--- config.mk ---
export PLATFORM = sky130hd
export DESIGN_NAME = tcomp_top
export DESIGN_NICKNAME = d
export VERILOG_FILES = /design/src/tcomp_pkg.sv /design/src/tcomp_chan_if.sv /design/src/tcomp_chan.sv /design/src/tcomp_top.sv /design/src/tcomp_wgm_dec.sv
export SDC_FILE = /design/constraint.sdc
export NUM_CORES = 1
export LEC_CHECK = 0
export BUFFER_PORTS_ARGS = -buffer_cell sky130_fd_sc_hd__buf_2
export CAP_MARGIN = 20
export CORE_MARGIN = 2
export CORE_UTILIZATION = 50
export DETAILED_ROUTE_END_ITERATION = 6
export GPL_TIMING_DRIVEN = 1
export PLACE_DENSITY = 0.73
export RECOVER_POWER = 100
export SLEW_MARGIN = 20
export SYNTH_ARGS = -nofsm -noshare
export SYNTH_HDL_FRONTEND = slang
export SYNTH_HIERARCHICAL = 1
export SYNTH_SLANG_ARGS = --single-unit
--- constraint.sdc ---
create_clock -name ref_clk -period 3.2 [get_ports ref_clk]
set_clock_uncertainty 0.15 [all_clocks]
set_input_delay 0.16 -clock ref_clk [delete_from_list [all_inputs] [get_ports ref_clk]]
set_output_delay 0.16 -clock ref_clk [all_outputs]
set_load 0.02 [all_outputs]
--- src/tcomp_pkg.sv ---
package tcomp_pkg;
	// Register byte offsets
	localparam logic [7:0] OFS_CTRL_A1 = 8'h00;
	localparam logic [7:0] OFS_CTRL_A3 = 8'h04;
	localparam logic [7:0] OFS_WGM_HI1 = 8'h08;
	localparam logic [7:0] OFS_WGM_HI3 = 8'h0C;
	localparam logic [7:0] OFS_PORT_DIR = 8'h10;
	localparam logic [7:0] OFS_OUT_STAT = 8'h14;
	localparam logic [7:0] OFS_CMP_BASE = 8'h20;
	localparam logic [7:0] OFS_CMP_LAST = 8'h34;
	// Field positions inside control register A and the output status register
	localparam int MODE_MSB [3] = '{7, 5, 3};
	localparam int WGM_LO_MSB = 1;
	localparam int STAT_CONN_LSB = 8;
	// Reset values
	localparam logic [7:0] RST_CTRL_A = 8'h00;
	localparam logic [1:0] RST_WGM_HI = 2'h0;
	localparam logic [5:0] RST_PORT_DIR = 6'h00;
	localparam logic [15:0] RST_CMP = 16'h0000;
	// Output mode field encodings
	localparam logic [1:0] MODE_OFF = 2'h0;
	localparam logic [1:0] MODE_TOGGLE = 2'h1;
	localparam logic [1:0] MODE_LOW = 2'h2;
	localparam logic [1:0] MODE_HIGH = 2'h3;
	// Bus responses
	localparam logic [1:0] RESP_OKAY = 2'h0;
	localparam logic [1:0] RESP_SLVERR = 2'h2;
	typedef enum logic [1:0] {
		TCOMP_NON_PWM,
		TCOMP_FAST,
		TCOMP_PHASE,
		TCOMP_RESERVED
	} tcomp_class_t;
endpackage : tcomp_pkg

--- src/tcomp_chan_if.sv ---
`timescale 1ns/1ns
interface tcomp_chan_if;
	logic [1:0] mode;
	tcomp_pkg::tcomp_class_t wclass;
	logic wgm_hi;
	logic is_a;
	logic match;
	logic at_top;
	logic cmp_is_top;
	logic count_up;
	logic tick;
	logic oc;
	logic connect;
	modport ctl (
		output mode, wclass, wgm_hi, is_a, match, at_top, cmp_is_top,
		output count_up, tick,
		input oc, connect
	);
	modport chan (
		input mode, wclass, wgm_hi, is_a, match, at_top, cmp_is_top,
		input count_up, tick,
		output oc, connect
	);
endinterface : tcomp_chan_if

--- src/tcomp_chan.sv ---
`timescale 1ns/1ns
module tcomp_chan (
	input wire logic ref_clk,
	input wire logic nrst,
	tcomp_chan_if.chan ch
);
	logic pwm;
	logic next_oc;

	assign pwm = (ch.wclass == tcomp_pkg::TCOMP_FAST)
		|| (ch.wclass == tcomp_pkg::TCOMP_PHASE);
	// Pin takeover; 01 in PWM classes only drives channel A with high bit
	assign ch.connect = (ch.mode != tcomp_pkg::MODE_OFF)
		&& !(pwm && ch.mode == tcomp_pkg::MODE_TOGGLE
		&& !(ch.wgm_hi && ch.is_a));

	always_comb begin
		next_oc = ch.oc;
		unique case (ch.wclass)
			tcomp_pkg::TCOMP_NON_PWM: begin
				if (ch.match) begin
					unique case (ch.mode)
						tcomp_pkg::MODE_OFF: next_oc = ch.oc;
						tcomp_pkg::MODE_TOGGLE: next_oc = !ch.oc;
						tcomp_pkg::MODE_LOW: next_oc = 1'b0;
						tcomp_pkg::MODE_HIGH: next_oc = 1'b1;
					endcase
				end
			end
			tcomp_pkg::TCOMP_FAST: begin
				if (ch.mode[1]) begin
					if (ch.at_top) begin
						next_oc = !ch.mode[0];
					end else if (ch.match && !ch.cmp_is_top) begin
						next_oc = ch.mode[0];
					end
				end else if (ch.mode[0] && ch.wgm_hi && ch.is_a && ch.match) begin
					next_oc = !ch.oc;
				end
			end
			tcomp_pkg::TCOMP_PHASE: begin
				if (ch.mode[1] && ch.match) begin
					next_oc = ch.count_up ? ch.mode[0] : !ch.mode[0];
				end else if (ch.mode[0] && ch.wgm_hi && ch.is_a && ch.match) begin
					next_oc = !ch.oc;
				end
			end
			tcomp_pkg::TCOMP_RESERVED: next_oc = ch.oc;
		endcase
	end

	always_ff @(posedge ref_clk or negedge nrst) begin
		if (!nrst) begin
			ch.oc <= 1'b0;
		end else begin
			ch.oc <= next_oc;
		end
	end
endmodule : tcomp_chan

--- src/tcomp_top.sv ---
// Our own choices: the register addresses and the AXI4-Lite slave port.
`timescale 1ns/1ns
module tcomp_top (
	input wire logic ref_clk,
	input wire logic nrst,
	input wire logic [7:0] s_axi_awaddr,
	input wire logic s_axi_awvalid,
	output logic s_axi_awready,
	input wire logic [31:0] s_axi_wdata,
	input wire logic [3:0] s_axi_wstrb,
	input wire logic s_axi_wvalid,
	output logic s_axi_wready,
	output logic [1:0] s_axi_bresp,
	output logic s_axi_bvalid,
	input wire logic s_axi_bready,
	input wire logic [7:0] s_axi_araddr,
	input wire logic s_axi_arvalid,
	output logic s_axi_arready,
	output logic [31:0] s_axi_rdata,
	output logic [1:0] s_axi_rresp,
	output logic s_axi_rvalid,
	input wire logic s_axi_rready,
	input wire logic [1:0][15:0] tmr_count,
	input wire logic [1:0][15:0] tmr_top,
	input wire logic [1:0] tmr_tick,
	input wire logic [1:0] tmr_count_up,
	input wire logic [5:0] port_data,
	output logic [5:0] pin_out,
	output logic [5:0] pin_oe_n
);
	logic [1:0][7:0] ctrl_a;
	logic [1:0][1:0] wgm_hi;
	logic [5:0] port_dir;
	logic [5:0][15:0] cmp_val;
	logic aw_held;
	logic w_held;
	logic [7:0] aw_addr;
	logic [31:0] w_data;
	logic [3:0] w_strb;
	logic do_write;
	logic wr_ok;
	logic [7:0] wr_off;
	logic [7:0] rd_off;
	logic [31:0] next_rdata;
	logic rd_ok;
	logic [5:0] oc_bits;
	logic [5:0] conn_bits;
	tcomp_pkg::tcomp_class_t wclass [2];

	function automatic logic is_cmp(input logic [7:0] a);
		return (a >= tcomp_pkg::OFS_CMP_BASE) && (a <= tcomp_pkg::OFS_CMP_LAST)
			&& (a[1:0] == 2'h0);
	endfunction : is_cmp

	// Write address channel
	always_ff @(posedge ref_clk or negedge nrst) begin
		if (!nrst) begin
			s_axi_awready <= 1'b1;
			aw_held <= 1'b0;
			aw_addr <= 8'h00;
		end else begin
			if (s_axi_awvalid && s_axi_awready) begin
				s_axi_awready <= 1'b0;
				aw_held <= 1'b1;
				aw_addr <= s_axi_awaddr;
			end else if (s_axi_bvalid && s_axi_bready) begin
				s_axi_awready <= 1'b1;
			end
			if (do_write) begin
				aw_held <= 1'b0;
			end
		end
	end

	// Write data channel
	always_ff @(posedge ref_clk or negedge nrst) begin
		if (!nrst) begin
			s_axi_wready <= 1'b1;
			w_held <= 1'b0;
			w_data <= 32'h0000_0000;
			w_strb <= 4'h0;
		end else begin
			if (s_axi_wvalid && s_axi_wready) begin
				s_axi_wready <= 1'b0;
				w_held <= 1'b1;
				w_data <= s_axi_wdata;
				w_strb <= s_axi_wstrb;
			end else if (s_axi_bvalid && s_axi_bready) begin
				s_axi_wready <= 1'b1;
			end
			if (do_write) begin
				w_held <= 1'b0;
			end
		end
	end

	assign do_write = aw_held && w_held && !s_axi_bvalid;
	assign wr_off = aw_addr - tcomp_pkg::OFS_CMP_BASE;
	assign wr_ok = (aw_addr == tcomp_pkg::OFS_CTRL_A1)
		|| (aw_addr == tcomp_pkg::OFS_CTRL_A3)
		|| (aw_addr == tcomp_pkg::OFS_WGM_HI1)
		|| (aw_addr == tcomp_pkg::OFS_WGM_HI3)
		|| (aw_addr == tcomp_pkg::OFS_PORT_DIR)
		|| is_cmp(aw_addr);

	// Write response channel
	always_ff @(posedge ref_clk or negedge nrst) begin
		if (!nrst) begin
			s_axi_bvalid <= 1'b0;
			s_axi_bresp <= tcomp_pkg::RESP_OKAY;
		end else if (do_write) begin
			s_axi_bvalid <= 1'b1;
			s_axi_bresp <= wr_ok ? tcomp_pkg::RESP_OKAY : tcomp_pkg::RESP_SLVERR;
		end else if (s_axi_bvalid && s_axi_bready) begin
			s_axi_bvalid <= 1'b0;
		end
	end

	// Control, waveform high bits and direction registers
	always_ff @(posedge ref_clk or negedge nrst) begin
		if (!nrst) begin
			ctrl_a <= {2{tcomp_pkg::RST_CTRL_A}};
			wgm_hi <= {2{tcomp_pkg::RST_WGM_HI}};
			port_dir <= tcomp_pkg::RST_PORT_DIR;
		end else if (do_write && w_strb[0]) begin
			if (aw_addr == tcomp_pkg::OFS_CTRL_A1) begin
				ctrl_a[0] <= w_data[7:0];
			end
			if (aw_addr == tcomp_pkg::OFS_CTRL_A3) begin
				ctrl_a[1] <= w_data[7:0];
			end
			if (aw_addr == tcomp_pkg::OFS_WGM_HI1) begin
				wgm_hi[0] <= w_data[1:0];
			end
			if (aw_addr == tcomp_pkg::OFS_WGM_HI3) begin
				wgm_hi[1] <= w_data[1:0];
			end
			if (aw_addr == tcomp_pkg::OFS_PORT_DIR) begin
				port_dir <= w_data[5:0];
			end
		end
	end

	// Compare value registers, two byte lanes each
	always_ff @(posedge ref_clk or negedge nrst) begin
		if (!nrst) begin
			cmp_val <= {6{tcomp_pkg::RST_CMP}};
		end else if (do_write && is_cmp(aw_addr)) begin
			if (w_strb[0]) begin
				cmp_val[wr_off[4:2]][7:0] <= w_data[7:0];
			end
			if (w_strb[1]) begin
				cmp_val[wr_off[4:2]][15:8] <= w_data[15:8];
			end
		end
	end

	// Read data selection
	assign rd_off = s_axi_araddr - tcomp_pkg::OFS_CMP_BASE;
	always_comb begin
		next_rdata = 32'h0000_0000;
		rd_ok = 1'b1;
		if (s_axi_araddr == tcomp_pkg::OFS_CTRL_A1) begin
			next_rdata[7:0] = ctrl_a[0];
		end else if (s_axi_araddr == tcomp_pkg::OFS_CTRL_A3) begin
			next_rdata[7:0] = ctrl_a[1];
		end else if (s_axi_araddr == tcomp_pkg::OFS_WGM_HI1) begin
			next_rdata[1:0] = wgm_hi[0];
		end else if (s_axi_araddr == tcomp_pkg::OFS_WGM_HI3) begin
			next_rdata[1:0] = wgm_hi[1];
		end else if (s_axi_araddr == tcomp_pkg::OFS_PORT_DIR) begin
			next_rdata[5:0] = port_dir;
		end else if (s_axi_araddr == tcomp_pkg::OFS_OUT_STAT) begin
			next_rdata[5:0] = oc_bits;
			next_rdata[tcomp_pkg::STAT_CONN_LSB +: 6] = conn_bits;
		end else if (is_cmp(s_axi_araddr)) begin
			next_rdata[15:0] = cmp_val[rd_off[4:2]];
		end else begin
			rd_ok = 1'b0;
		end
	end

	// Read channels
	always_ff @(posedge ref_clk or negedge nrst) begin
		if (!nrst) begin
			s_axi_arready <= 1'b1;
			s_axi_rvalid <= 1'b0;
			s_axi_rdata <= 32'h0000_0000;
			s_axi_rresp <= tcomp_pkg::RESP_OKAY;
		end else if (s_axi_arvalid && s_axi_arready) begin
			s_axi_arready <= 1'b0;
			s_axi_rvalid <= 1'b1;
			s_axi_rdata <= next_rdata;
			s_axi_rresp <= rd_ok ? tcomp_pkg::RESP_OKAY : tcomp_pkg::RESP_SLVERR;
		end else if (s_axi_rvalid && s_axi_rready) begin
			s_axi_rvalid <= 1'b0;
			s_axi_arready <= 1'b1;
		end
	end

	// Waveform class per timer
	for (genvar t = 0; t < 2; t++) begin : g_tmr
		tcomp_wgm_dec u_dec (
			.ref_clk(ref_clk),
			.nrst(nrst),
			.wgm({wgm_hi[t], ctrl_a[t][tcomp_pkg::WGM_LO_MSB -: 2]}),
			.wclass(wclass[t])
		);
	end

	tcomp_chan_if ch [6] ();

	// Three channels per timer
	for (genvar i = 0; i < 6; i++) begin : g_ch
		localparam int T = i / 3;
		localparam int K = i % 3;
		assign ch[i].mode = ctrl_a[T][tcomp_pkg::MODE_MSB[K] -: 2];
		assign ch[i].wclass = wclass[T];
		assign ch[i].wgm_hi = wgm_hi[T][1];
		assign ch[i].is_a = (K == 0);
		assign ch[i].tick = tmr_tick[T];
		assign ch[i].count_up = tmr_count_up[T];
		assign ch[i].match = tmr_tick[T] && (tmr_count[T] == cmp_val[i]);
		assign ch[i].at_top = tmr_tick[T] && (tmr_count[T] == tmr_top[T]);
		assign ch[i].cmp_is_top = (cmp_val[i] == tmr_top[T]);
		assign oc_bits[i] = ch[i].oc;
		assign conn_bits[i] = ch[i].connect;

		tcomp_chan u_chan (
			.ref_clk(ref_clk),
			.nrst(nrst),
			.ch(ch[i])
		);

		// Pin mux and driver enable
		always_ff @(posedge ref_clk or negedge nrst) begin
			if (!nrst) begin
				pin_out[i] <= 1'b0;
				pin_oe_n[i] <= 1'b1;
			end else begin
				pin_out[i] <= ch[i].connect ? ch[i].oc : port_data[i];
				pin_oe_n[i] <= !port_dir[i];
			end
		end

	end
endmodule : tcomp_top

--- src/tcomp_wgm_dec.sv ---
`timescale 1ns/1ns
module tcomp_wgm_dec (
	input wire logic ref_clk,
	input wire logic nrst,
	input wire logic [3:0] wgm,
	output tcomp_pkg::tcomp_class_t wclass
);
	// Sort the four-bit waveform mode into its class
	always_comb begin
		unique case (wgm)
			4'h0, 4'h4, 4'hC: wclass = tcomp_pkg::TCOMP_NON_PWM;
			4'h5, 4'h6, 4'h7, 4'hE, 4'hF: wclass = tcomp_pkg::TCOMP_FAST;
			4'h1, 4'h2, 4'h3, 4'h8, 4'h9, 4'hA, 4'hB: begin
				wclass = tcomp_pkg::TCOMP_PHASE;
			end
			4'hD: wclass = tcomp_pkg::TCOMP_RESERVED;
		endcase
	end
endmodule : tcomp_wgm_dec
==> out/results.ini <==
[status]
status = complete, but fails checks
violations = capacitance limit, slew limit

[flow_run]
max-cap-violations = 2

[synth]
synth.top_cell.area_share_pct = 36.0
synth_flop_cell = dfrtp_1
synth_edf_count = 0
synth-compound-area-share_pct = 7.38
ys_top_cells_by_count = xnor2_1 (198), dfrtp_1 (182), mux2_2 (160)
synth_top_family_by_area = multiplexers
synthesis.area_um2 = 12600
synth_warnings = 6
synth-seq-cells = 191
synthAdderAreaFrac_pct = 2.38
ys_seq_area_share_pct = 37.9
yosysMostFrequentCell = xnor2_1
avgSynthCellArea_um2 = 10.8
synth_top_area_cell = dfrtp_1
synth_xor_area_share_pct = 16.4
synthCells = 1168
yosys.area_share.simple_pct = 11.4
synth_cell_types = 60
muxShareOfSynthArea_pct = 19.2
synth.area.top_cells = dfrtp_1 (36%), mux2_2 (14%), xnor2_1 (14%)
async_flop_share_pct = 100

[global_routing]
grtUsageTotal_pct = 27.4
grt_pass1_wl_mm = 54.9
grt_overflow = 0
grt_pass1_vias = 9503
grt_start_max_net_pins = 87
antenna_found_initial = 1

[clock_network]
cts_tree = done
cts.clk_slew.worst_paths_ns = 0.07
ctsRootBufferMaster = clkbuf_16
cts_hold_buf = 45
postCtsSetupBuffers = 0
ctsResizeCount = 0
h-tree-depth = 4
clk_latency_ns = 0.43
clock_sinks = 191
numCtsBuffers = 17
clockBufferDepth = 2

[sta]
rsz0062_at_grt = false
fin_crit_ns = 2.83
fin_tns_setup_ns = 0
worstMarginPinSlew_ns = 2.12
hold_ws_ns = 0.0890
fin_crit_sh_pct = 88.6
max_freq_mhz = 353
hold_viol_final = 0
finalMaxSlewViolations = 108
finalSetupViolations = 0
slew_headroom_pct = -41.6

[critical_path]
arrival_ns = 3.00
reg2reg_slack_ns = 0.37
critical_path.slowest_cell = dfrtp_1
setup.worst_path.start_class = flop
worst-path-buf-inv = 1
worstSetupEndpointType = flop
path_delay_family = simple AND/OR/NAND/NOR gates
worstPathCellList = xor2_1 > nor4_1 > nand4_1 > nor4_1 > clkbuf_1 > nand4_2 > o31a_1 > a221oi_2 > o21ai_1
crit_type = reg -> reg
cpPeakStageDelay_ns = 0.46
worstPathRequired_ns = 3.36
path_common_cell = nor4_1
cp_max_fo = 5

[floorplan]
core_area_um2 = 25000
die_x_um = 163
fp.dieArea_um2 = 26600
start_util_pct = 50.5
ios = 186
std_cell_rows = 58
fp.dieH_um = 163

[detailed_routing]
met1_length_mm = 14.9
vias_per_cell = 5.72
first_pass_iters = 5
drc = 0
wl_met2_mm = 17.2
drt-initial-drc-count = 592
wl_met3_mm = 2.57
wl_per_cell_um = 21.4
routed-via-count = 9513
top_layer_used = met5
drt_wl_total_mm = 35.6
antenna_left = 0

[finish]
drive_above_1_share_pct = 26.9
nets = 1477
fillers = 2168
multi_input_area_um2 = 7230
stdcell_count = 1663
seqCellArea_um2 = 4790
design_area_um2 = 14500
antenna_cells = 0
syn2layout_area_growth_pct = 14.6

[power_and_ir_drop]
peakVddDrop_v = 0.000484
power_density_nw_per_um2 = 498
p_leak_nw = 6.22

[placement]
placed_cell_area_um2 = 13500
dpl.hpwl_mm = 27.3
gp_congestion = 0.960
placed_cells = 1586
portBuffers = 149

[worst_hold_path]
holdCritPathClass = in -> reg

area by class of cell:
type | count | share of cell area (%)
multi-input combinational | 861 | 49.9
sequential | 191 | 33.1
timing repair buffer | 211 | 8.72
clock buffer | 17 | 2.94
tap | 330 | 2.85
clock inverter | 15 | 1.48
inverter | 38 | 0.985
worst min-delay path, cell delays in order:
cell and delay, ns:
buf_2 0.23, nand2_1 0.15, a31oi_1 0.09
stage by stage:
stage / util (%) / setup WS (ns) / total power [W]
3_5_place_dp: 54.0 / 0.473 / 0.00495
6_report: 57.9 / 0.366 / 0.00721
4_1_cts: 58.3 / 0.452 / 0.00727
2_1_floorplan: - / 0.583 / 0.00433
5_1_grt: 57.9 / 0.205 / 0.00755
3_3_place_gp: 54.0 / 0.526 / 0.00490
sequential cells by signal (all words and copies together) (netlist names), 2 cells and up:
name,flops
ctrl_a,4
ch.wgm_hi,2
ch.mode,12
wgm_hi,2
port_dir,6
w_data,16
s_axi_rdata,16
g_ch.u_chan/ch.oc,6
pin_oe_n,6
cmp_val,96
w_strb,2
pin_out,6
aw_addr,8
placed cells by master, fill, tap and decap left out, types with 7 or more instances in the layout:
| cell type | n |
|---|---|
| mux4_2 | 14 |
| o2bb2ai_1 | 8 |
| buf_2 | 111 |
| a22oi_1 | 8 |
| buf_4 | 9 |
| xnor2_1 | 198 |
| o21ai_1 | 12 |
| a21boi_0 | 7 |
| o21ai_0 | 17 |
| dlygate4sd3_1 | 45 |
| nand2_1 | 40 |
| nor2_1 | 35 |
| xor2_1 | 38 |
| nand4_1 | 57 |
| clkbuf_1 | 44 |
| ha_1 | 24 |
| inv_1 | 38 |
| nor2b_1 | 10 |
| mux2i_1 | 31 |
| or3_1 | 8 |
| nor3_1 | 18 |
| nor4_1 | 26 |
| dfrtp_1 | 182 |
| clkbuf_16 | 17 |
| mux2_2 | 159 |
| a21oi_1 | 13 |
| conb_1 | 30 |
worst paths after layout:
check | startpoint | endpoint | cells past startpoint
setup / recovery | cmp_val[57] | g_ch[3].u_chan/ch.oc | 9
hold / removal | s_axi_araddr[4] | s_axi_rresp[1] | 3
setup reg to reg | cmp_val[57] | g_ch[3].u_chan/ch.oc | 9
hold reg to reg | port_dir[2] | pin_oe_n[2] | 1
max in group asynchronous | nrst | s_axi_awready | 3
min in group asynchronous | nrst | g_ch[5].u_chan/ch.oc | 2
routing by layer:
layer | up-vias | track usage (%)
li1 | 4393 | -
met1 | 4697 | 35.2
met2 | 355 | 46.2
met3 | 66 | 6.21
met4 | 2 | 7.92
met5 | - | 0
cell families after synthesis:
group	count (synthesis)
adders and majority gates	24
AOI/OAI and AO/OA	125
muxes	205
and+or+nand+nor	241
DFF	191
other	2
xor gates and xnor gates	236
buffers and inverters	144
where the power goes:
part / switching, W / internal, W / total, W
clock: 0.00106 / 0.00121 / 0.00228
sequential: 0.000644 / 0.00274 / 0.00339
combinational: 0.000810 / 0.000736 / 0.00155
Note: power is estimated with default switching activity, not from simulation.
